==> config.mk <==
export PLATFORM = sky130hd
export DESIGN_NAME = tofg_top
export DESIGN_NICKNAME = d
export VERILOG_FILES = /design/src/rtl/tofg_pkg.sv /design/src/rtl/tofg_top.sv
export VERILOG_INCLUDE_DIRS = /design/src /design/src/rtl
export SDC_FILE = /design/constraint.sdc
export NUM_CORES = 1
export LEC_CHECK = 0
export BUFFER_PORTS_ARGS = -buffer_cell sky130_fd_sc_hd__buf_2
export CAP_MARGIN = 20
export CORE_MARGIN = 5
export CORE_UTILIZATION = 50
export CTS_CLUSTER_SIZE = 25
export DETAILED_ROUTE_END_ITERATION = 16
export PLACE_DENSITY = 0.77
export RECOVER_POWER = 50
export SLEW_MARGIN = 20
export SYNTH_ARGS = -nofsm -noshare
export SYNTH_HDL_FRONTEND = slang
export SYNTH_SLANG_ARGS = --single-unit
==> constraint.sdc <==
create_clock -name ref_clk -period 8.4 [get_ports ref_clk]
set_input_delay 0.42 -clock ref_clk [delete_from_list [all_inputs] [get_ports ref_clk]]
set_output_delay 0.42 -clock ref_clk [all_outputs]
set_load 0.05 [all_outputs]
==> src/rtl/tofg_params.svh <==
`ifndef TOFG_PARAMS_SVH
`define TOFG_PARAMS_SVH

// ---------------------------------------------------------------
// Register indices (byte address is four times the index)
// ---------------------------------------------------------------
`define TOFG_OCFS_IDX 12'h004
`define TOFG_OFF0_IDX 12'h005
`define TOFG_OFF1_IDX 12'h006
`define TOFG_OFF2_IDX 12'h007
`define TOFG_STAT_IDX 12'h008
`define TOFG_REG_RESET 16'h0000

// ---------------------------------------------------------------
// Select register bit positions
// ---------------------------------------------------------------
`define TOFG_FP0_POS_BIT 0
`define TOFG_FP0_POL_BIT 1
`define TOFG_CLK0_POL_BIT 2
`define TOFG_FP1_POS_BIT 3
`define TOFG_FP1_POL_BIT 4
`define TOFG_CLK1_POL_BIT 5
`define TOFG_FP2_POS_BIT 6
`define TOFG_FP2_POL_BIT 7

// ---------------------------------------------------------------
// Frame timing in ticks of the 32.768 MHz timing phase
// ---------------------------------------------------------------
`define TOFG_LAST_PH 12'hfff
`define TOFG_FP0_WIDTH 12'h008
`define TOFG_FP1_WIDTH 12'h004
`define TOFG_FP2_WIDTH 12'h002
`define TOFG_SONET_WIDTH 12'h002
`define TOFG_CHAN_TICKS_2M 12'h080
`define TOFG_PULSE_TICKS_4M 12'h008
`define TOFG_RATE_16M 2'h3

`endif

==> src/rtl/tofg_pkg.sv <==
`default_nettype none
`include "tofg_params.svh"

package tofg_pkg;
   // Offset frame pulse register layout
   typedef struct packed {
      logic [4:0] unused;
      logic sonet_rate_pulse_enable;
      logic [7:0] offset_channel_count;
      logic [1:0] offset_rate_select;
   } tofg_off_cfg_type;

   // Generated clock and frame pulse outputs
   typedef struct packed {
      logic clock_out_zero;
      logic clock_out_one;
      logic frame_pulse_out_zero;
      logic frame_pulse_out_one;
      logic frame_pulse_out_two;
      logic [2:0] offset_frame_pulse_output;
   } tofg_out_type;
endpackage

`default_nettype wire

==> src/rtl/tofg_top.sv <==
// The APB interface to the registers is this design's own decision.
`default_nettype none
`include "tofg_params.svh"

// Notes on behaviour
// - Third pulse straddles or starts at boundary
// - Second clock edge polarity at frame boundary
// - Bit ten: 19.44 MHz pulse on offset two
// - Offset placed count channels after boundary
// - Control bits select offset rate and width
module tofg_top
(
   input wire logic ref_clk,
   input wire logic rst_b,
   input wire logic phase_tick,
   input wire logic frame_start,
   input wire logic psel,
   input wire logic penable,
   input wire logic pwrite,
   input wire logic [15:0] paddr,
   input wire logic [31:0] pwdata,
   output logic [31:0] prdata,
   output logic pready,
   output logic pslverr,
   output tofg_pkg::tofg_out_type timing_out
);
   import tofg_pkg::*;

   // ---------------------------------------------------------------
   // Decode helpers
   // ---------------------------------------------------------------

   // Pulse window test with wrap around the frame
   function automatic logic pulse_on(input logic [11:0] ph, input logic [11:0] start, input logic [11:0] width);
      logic [11:0] rel;
      rel = ph - start;
      pulse_on = (rel < width);
   endfunction

   // Map an APB address to a register index, all ones when misaligned or above bit 13
   function automatic logic [11:0] reg_index(input logic [15:0] addr);
      reg_index = (addr[15:14] == 2'b00 && addr[1:0] == 2'b00) ? addr[13:2] : 12'hfff;
   endfunction

   // ---------------------------------------------------------------
   // Register file over APB
   // ---------------------------------------------------------------
   logic [15:0] ocfs_r;
   logic [15:0] ocfs_nxt;
   tofg_off_cfg_type off_r [3];
   tofg_off_cfg_type off_nxt [3];
   logic [11:0] ph_r;
   logic [11:0] ph_nxt;
   tofg_out_type out_r;
   tofg_out_type out_nxt;
   logic [11:0] idx;
   logic acc;
   logic hit;
   logic [2:0] offs_pulse;

   assign idx = reg_index(paddr);
   assign acc = psel && penable;
   assign hit = (idx == `TOFG_OCFS_IDX) || (idx >= `TOFG_OFF0_IDX && idx <= `TOFG_STAT_IDX);

   // Zero wait state answer, error on unmapped or status writes
   always_comb
   begin
      pready = acc;
      pslverr = acc && (!hit || (pwrite && idx == `TOFG_STAT_IDX));
      prdata = 32'h0000_0000;
      case (idx)
         `TOFG_OCFS_IDX: prdata = {16'h0000, ocfs_r};
         `TOFG_OFF0_IDX: prdata = {16'h0000, off_r[0]};
         `TOFG_OFF1_IDX: prdata = {16'h0000, off_r[1]};
         `TOFG_OFF2_IDX: prdata = {16'h0000, off_r[2]};
         `TOFG_STAT_IDX: prdata = {20'h0_0000, ph_r};
         default: prdata = 32'h0000_0000;
      endcase
   end

   // Next register values on a write access
   always_comb
   begin
      ocfs_nxt = ocfs_r;
      off_nxt = off_r;
      if (acc && pwrite)
      begin
         case (idx)
            `TOFG_OCFS_IDX: ocfs_nxt = pwdata[15:0];
            `TOFG_OFF0_IDX: off_nxt[0] = pwdata[15:0];
            `TOFG_OFF1_IDX: off_nxt[1] = pwdata[15:0];
            `TOFG_OFF2_IDX: off_nxt[2] = pwdata[15:0];
            default: ocfs_nxt = ocfs_r;
         endcase
      end
   end

   // Register storage
   always_ff @(posedge ref_clk)
   begin
      if (!rst_b)
      begin
         ocfs_r <= `TOFG_REG_RESET;
         off_r[0] <= `TOFG_REG_RESET;
         off_r[1] <= `TOFG_REG_RESET;
         off_r[2] <= `TOFG_REG_RESET;
      end
      else
      begin
         ocfs_r <= ocfs_nxt;
         off_r <= off_nxt;
      end
   end

   // ---------------------------------------------------------------
   // Frame phase counter
   // ---------------------------------------------------------------

   // Counts timing ticks, realigned by the frame boundary
   always_comb
   begin
      ph_nxt = ph_r;
      if (frame_start)
         ph_nxt = 12'h000;
      else if (phase_tick)
         ph_nxt = ph_r + 12'h001;
   end

   // ---------------------------------------------------------------
   // Offset frame pulses
   // ---------------------------------------------------------------
   genvar gi;
   generate
      for (gi = 0; gi < 3; gi++)
      begin : g_off
         logic [1:0] rate;
         logic [7:0] cnt;
         logic [11:0] start;
         logic [11:0] width;
         logic pol;
         logic pos;
         logic act;
         logic lvl;

         // Rate, width and channel placement; bits 15-11 unused
         always_comb
         begin
            rate = off_r[gi].offset_rate_select;
            cnt = off_r[gi].offset_channel_count & (8'hff >> (2'h3 - rate));
            width = (rate == `TOFG_RATE_16M) ? `TOFG_FP2_WIDTH : (`TOFG_PULSE_TICKS_4M >> rate);
            start = 12'({4'h0, cnt} << (3'h7 - {1'b0, rate}));
            case (rate)
               2'h0:
               begin
                  pol = ocfs_r[`TOFG_FP0_POL_BIT];
                  pos = ocfs_r[`TOFG_FP0_POS_BIT];
               end
               2'h1:
               begin
                  pol = ocfs_r[`TOFG_FP1_POL_BIT];
                  pos = ocfs_r[`TOFG_FP1_POS_BIT];
               end
               default:
               begin
                  pol = ocfs_r[`TOFG_FP2_POL_BIT];
                  pos = ocfs_r[`TOFG_FP2_POS_BIT];
               end
            endcase
            if (!pos)
               start = start - (width >> 1);
            act = pulse_on(ph_nxt, start, width);
            if (gi == 2 && off_r[gi].sonet_rate_pulse_enable)
               lvl = !pulse_on(ph_nxt, 12'h000, `TOFG_SONET_WIDTH);
            else
               lvl = pol ? act : !act;
         end

         // One driver per bit of the shared pulse vector
         assign offs_pulse[gi] = lvl;
      end
   endgenerate

   // ---------------------------------------------------------------
   // Reference clocks and frame pulses
   // ---------------------------------------------------------------

   // Output values for the coming phase
   always_comb
   begin
      out_nxt.clock_out_zero = ph_nxt[2] ^ ocfs_r[`TOFG_CLK0_POL_BIT];
      out_nxt.clock_out_one = ph_nxt[1] ^ ocfs_r[`TOFG_CLK1_POL_BIT];
      out_nxt.frame_pulse_out_zero = !(ocfs_r[`TOFG_FP0_POL_BIT] ^ pulse_on(ph_nxt,
         ocfs_r[`TOFG_FP0_POS_BIT] ? 12'h000 : 12'h000 - (`TOFG_FP0_WIDTH >> 1), `TOFG_FP0_WIDTH));
      out_nxt.frame_pulse_out_one = !(ocfs_r[`TOFG_FP1_POL_BIT] ^ pulse_on(ph_nxt,
         ocfs_r[`TOFG_FP1_POS_BIT] ? 12'h000 : 12'h000 - (`TOFG_FP1_WIDTH >> 1), `TOFG_FP1_WIDTH));
      out_nxt.frame_pulse_out_two = !(ocfs_r[`TOFG_FP2_POL_BIT] ^ pulse_on(ph_nxt,
         ocfs_r[`TOFG_FP2_POS_BIT] ? 12'h000 : 12'h000 - (`TOFG_FP2_WIDTH >> 1), `TOFG_FP2_WIDTH));
      out_nxt.offset_frame_pulse_output = offs_pulse;
   end

   // Phase and output registers
   always_ff @(posedge ref_clk)
   begin
      if (!rst_b)
      begin
         ph_r <= `TOFG_LAST_PH;
         out_r <= '0;
      end
      else
      begin
         ph_r <= ph_nxt;
         out_r <= out_nxt;
      end
   end

   assign timing_out = out_r;

   // ---------------------------------------------------------------
   // Checks
   // ---------------------------------------------------------------
   property p_fp2_pos;
      @(posedge ref_clk) disable iff (!rst_b)
      (ph_r == 12'h000 && ocfs_r[`TOFG_FP2_POS_BIT] && $stable(ocfs_r))
      |-> (timing_out.frame_pulse_out_two == ocfs_r[`TOFG_FP2_POL_BIT]);
   endproperty
   a_fp2_pos: assert property (p_fp2_pos) else $error("third pulse not active at boundary");

   property p_fp2_straddle;
      @(posedge ref_clk) disable iff (!rst_b)
      (ph_r == `TOFG_LAST_PH && !ocfs_r[`TOFG_FP2_POS_BIT] && $stable(ocfs_r))
      |-> (timing_out.frame_pulse_out_two == ocfs_r[`TOFG_FP2_POL_BIT]);
   endproperty
   a_fp2_straddle: assert property (p_fp2_straddle) else $error("third pulse does not straddle");

   property p_clk1_edge;
      @(posedge ref_clk) disable iff (!rst_b)
      ($past(ph_r) == `TOFG_LAST_PH && ph_r == 12'h000 && $past(rst_b, 2) && $stable(ocfs_r)
       && $past(ocfs_r, 2) == ocfs_r)
      |-> (timing_out.clock_out_one == ocfs_r[`TOFG_CLK1_POL_BIT])
          && ($past(timing_out.clock_out_one) != ocfs_r[`TOFG_CLK1_POL_BIT]);
   endproperty
   a_clk1_edge: assert property (p_clk1_edge) else $error("second clock edge off boundary");

   property p_sonet;
      @(posedge ref_clk) disable iff (!rst_b)
      (off_r[2].sonet_rate_pulse_enable && ph_r == 12'h001 && $stable(off_r[2]))
      |-> !timing_out.offset_frame_pulse_output[2];
   endproperty
   a_sonet: assert property (p_sonet) else $error("19.44 MHz pulse missing at boundary");

   property p_offset_place;
      @(posedge ref_clk) disable iff (!rst_b)
      (off_r[0][1:0] == 2'h0 && off_r[0][9:7] == 3'h0 && ocfs_r[`TOFG_FP0_POS_BIT]
       && ph_r == {off_r[0][6:2], 7'h00} && $stable(off_r[0]) && $stable(ocfs_r))
      |-> (timing_out.offset_frame_pulse_output[0] == ocfs_r[`TOFG_FP0_POL_BIT]);
   endproperty
   a_offset_place: assert property (p_offset_place) else $error("offset pulse misplaced");

   property p_rate_width;
      @(posedge ref_clk) disable iff (!rst_b)
      (off_r[1][1:0] == 2'h3 && ph_r == {off_r[1][9:2], 4'h2} && ocfs_r[`TOFG_FP2_POS_BIT]
       && $stable(off_r[1]) && $stable(ocfs_r))
      |-> (timing_out.offset_frame_pulse_output[1] != ocfs_r[`TOFG_FP2_POL_BIT]);
   endproperty
   a_rate_width: assert property (p_rate_width) else $error("16 Mbps pulse too wide");

   property p_unused_bits;
      @(posedge ref_clk) disable iff (!rst_b)
      (off_r[0][15:11] != 5'h00 && off_r[0][10:0] == 11'h000 && ocfs_r[`TOFG_FP0_POS_BIT] && ph_r == 12'h000
       && $stable(off_r[0]) && $stable(ocfs_r))
      |-> (timing_out.offset_frame_pulse_output[0] == ocfs_r[`TOFG_FP0_POL_BIT]);
   endproperty
   a_unused_bits: assert property (p_unused_bits) else $error("unused bits changed pulse");

endmodule

`default_nettype wire

==> flow_summary_export.csv <==
group,metric,value,unit
status,status,"complete, but fails checks",
status,violations,"max-capacitance violations, max-slew violations",
die,coreArea,15800,um^2
place,dp.cells,1263,
synthesis,synth-edff-count,0,
critical_path,timing.rr.end,"timing_out[0]",
die,die_y,136,um
power_and_ir_drop,swShare,31.7,%
cts,cts_tree,"built",
cts,cts_hold_buf,0,
critical_path,critPathSlowestCell,"dfxtp_1",
timing,layout_min_cycle_time,4880,ps
timing,slew_viol_final,85,
synthesis,yosysUniqueCellTypes,74,
finish,layout.cells.non_filler,1279,
synthesis,ys_dominant_reg_cell,"dfxtp_1",
finish,seq_area,1680,um^2
synthesis,synth_top_area_cell,"dfxtp_1",
run,drv_cap,1,
grt,grt_pass1_wl,35.7,mm
die,ios,97,
place,io_buffer_count,64,
grt,grt_max_degree,85,
die,die_w,136,um
critical_path,required,8680,ps
synthesis,syn-mean-instance-area,7.75,um^2
finish,nets,1184,
routing,wl_per_cell,17.6,um
place,dp_hpwl,15.9,mm
cts,path_clk_slew,70,ps
finish,postLayoutCoreUtil,54.5,%
grt,met1_usage,32.4,%
routing,drt-total-wl,22.5,mm
critical_path,end_kind,"flop",
grt,met2_usage,39.3,%
power_and_ir_drop,clkPwrFrac,39.6,%
finish,drive_above_1_share,10.6,%
synthesis,synthTopCellsByArea,"dfxtp_1 (21%), ha_1 (10%), nand2_1 (9.1%)",
timing,rsz0062_at_grt,"no",
power_and_ir_drop,power_density,122,nW/um^2
critical_path,crit_chain,"mux2_2, o21a_1, nor4_1, nor2b_1, xnor2_1, ha_1, a21oi_1, o221ai_1, a21oi_1, o211ai_1, a211o_1, or4_1, or4_1, a21boi_1",
timing,hold_viol_final,0,
cts,cts_buffer_depth,2,
finish,multi_input_area,5850,um^2
routing,vias,7636,
synthesis,synth.top_cell.area_share,21.1,%
timing,fin_skew,12.0,ps
power_and_ir_drop,p_comb_share,21.0,%
routing,drt_pass1_iterations,7,
critical_path,rr_worst_depth,14,
hold_path,hold_class,"input pin to flop",
routing,drc_errors,0,
finish,n_fill_cell,1552,
finish,syn2layout_area_growth,7.97,%
routing,detail-route-antenna-nets,0,
cts,clk-insertion-delay-late,360,ps
grt,first_global_vias,6954,
critical_path,cpPeakStageDelay,890,ps
synthesis,netlist_instances,1028,
die,initial_core_util,50.5,%
power_and_ir_drop,vdd_drop_max,180,uV
synthesis,seq_area_frac_synth,21.1,%
timing,fmax,205,MHz
cts,cts_setup_buffers,0,
timing,relSlewSlack,-112,%
critical_path,worst_ep_arrival_time,5160,ps
place,gp_congestion,0.887,
cts,clock-root-buffer,"clkbuf_16",
cts,h-tree-depth,3,
power_and_ir_drop,power.leakage,3.49,nW
critical_path,endpoint,"timing_out[0]",
timing,setup_tns,0,ps
finish,final_common_cell,"nand2_1",
timing,setup_viol,0,
critical_path,worstReg2RegStart,"g_off[0].rate[0]",
cts,cts_sinks,84,
grt,grt_overflow,0,
synthesis,synth_seq_cells,84,
routing,drt_iter0_drc,771,
finish,final_cell_mix,"nand2_1 (192), dfxtp_1 (84), a21boi_0 (71), ha_1 (65), nor2_1 (56)",
die,dieArea,18500,um^2
critical_path,cp_max_fo,17,
critical_path,start_kind,"flop",
timing,min_period_over_period,58.1,%
power_and_ir_drop,power.switching,0.333,mW
synthesis,async_reset_ff_share,0,%
critical_path,crit_type,"flop to flop",
cts,post_cts_resize_count,0,
power_and_ir_drop,fin_total_pwr,1.05,mW
finish,n_antenna_cell,0,
grt,antenna_found_initial,1,
die,placementRows,46,
grt,top_usage_layer,"met2",
grt,grt_use_total,24.1,%
synthesis,synth_area,7960,um^2
routing,vias_per_cell,5.97,
power_and_ir_drop,internal_power,0.719,mW
synthesis,synth_warnings,0,
grt,met3_usage,4.63,%
critical_path,rrSetupSlack,3520,ps
power_and_ir_drop,seqPwrFrac,39.4,%
timing,tightest_slew,3170,ps
critical_path,cp-startpoint,"g_off[0].rate[0]",
cts,numCtsBuffers,9,
-- cells in the mapped netlist (23+ instances only) --
library cell,n
a21boi_0,71
a21oi_1,48
clkbuf_1,38
dfxtp_1,84
ha_1,65
inv_1,33
nand2_1,192
nor2_1,56
nor3_1,23
o21ai_0,40
xnor2_1,36
xor2_1,27
-- area by class of cell --
cell class,count,area share [%]
Inverter,34,1.48
Multi-Input combinational cell,855,68.1
Clock inverter,7,0.859
Timing Repair Buffer,74,4.28
Clock buffer,9,2.62
Tap cell,216,3.14
Sequential cell,84,19.6
-- metal layers --
metal	wire, um	vias up
met5	7	-
met4	599	2
met1	9880	3567
met2	10500	287
met3	1590	54
li1	-	3726
-- power groups by stage --
stage               clock network (mW)  registers, mW  logic [mW]
global placement                     0          0.423       0.213
finish                           0.417          0.414       0.221
floorplan                            0          0.429       0.159
detailed placement                   0          0.422       0.217
global route                     0.433          0.415       0.242
CTS                              0.417          0.413       0.218
-- through the flow --
stage	setup slack (ps)	hold WS, ps	cell area (um^2)
after global routing	3320	361	8600
after detailed placement	3580	459	8340
after CTS	3540	351	8640
after floorplan	4020	443	8020
after global placement	3650	451	8340
final	3520	353	8600
-- critical path, delay by kind of cell (launching register included) --
kind,cells,cell delay [ps]
simple gates,4,1840
compound gates,7,1190
flops,1,890
mux,1,430
fa+ha+maj,1,310
xor+xnor,1,140
-- state kept, by name, indices dropped and copies added, names as in the netlist --
signal,flops
off_r,42
g_off.rate,6
timing_out,8
ocfs_r,16
ph_r,12
-- cells by family (layout without fill, tap and decap cells) --
logic type / after synthesis / in the layout / synth area share [%]
simple gates: 376 / 376 / 21.8
compound gates: 292 / 292 / 25.9
buf+inv: 104 / 124 / 5.92
flops: 84 / 84 / 21.1
fa+ha+maj: 71 / 71 / 11.7
xor+xnor: 64 / 64 / 7.13
mux: 36 / 36 / 6.38
other cells: 1 / 16 / 0.0471
-- worst min-delay path by stage --
stage / from / endpoint / slack [ps] / cells past startpoint
after floorplan: ocfs_r[10] / ocfs_r[10] / 440 / 2
after global placement: off_r[43] / off_r[43] / 450 / 2
after detailed placement: off_r[43] / off_r[43] / 460 / 2
after CTS: pwdata[14] / off_r[30] / 350 / 3
after global routing: pwdata[12] / off_r[12] / 360 / 3
final: pwdata[14] / off_r[46] / 350 / 3
Power figures use the tool's default switching activity.
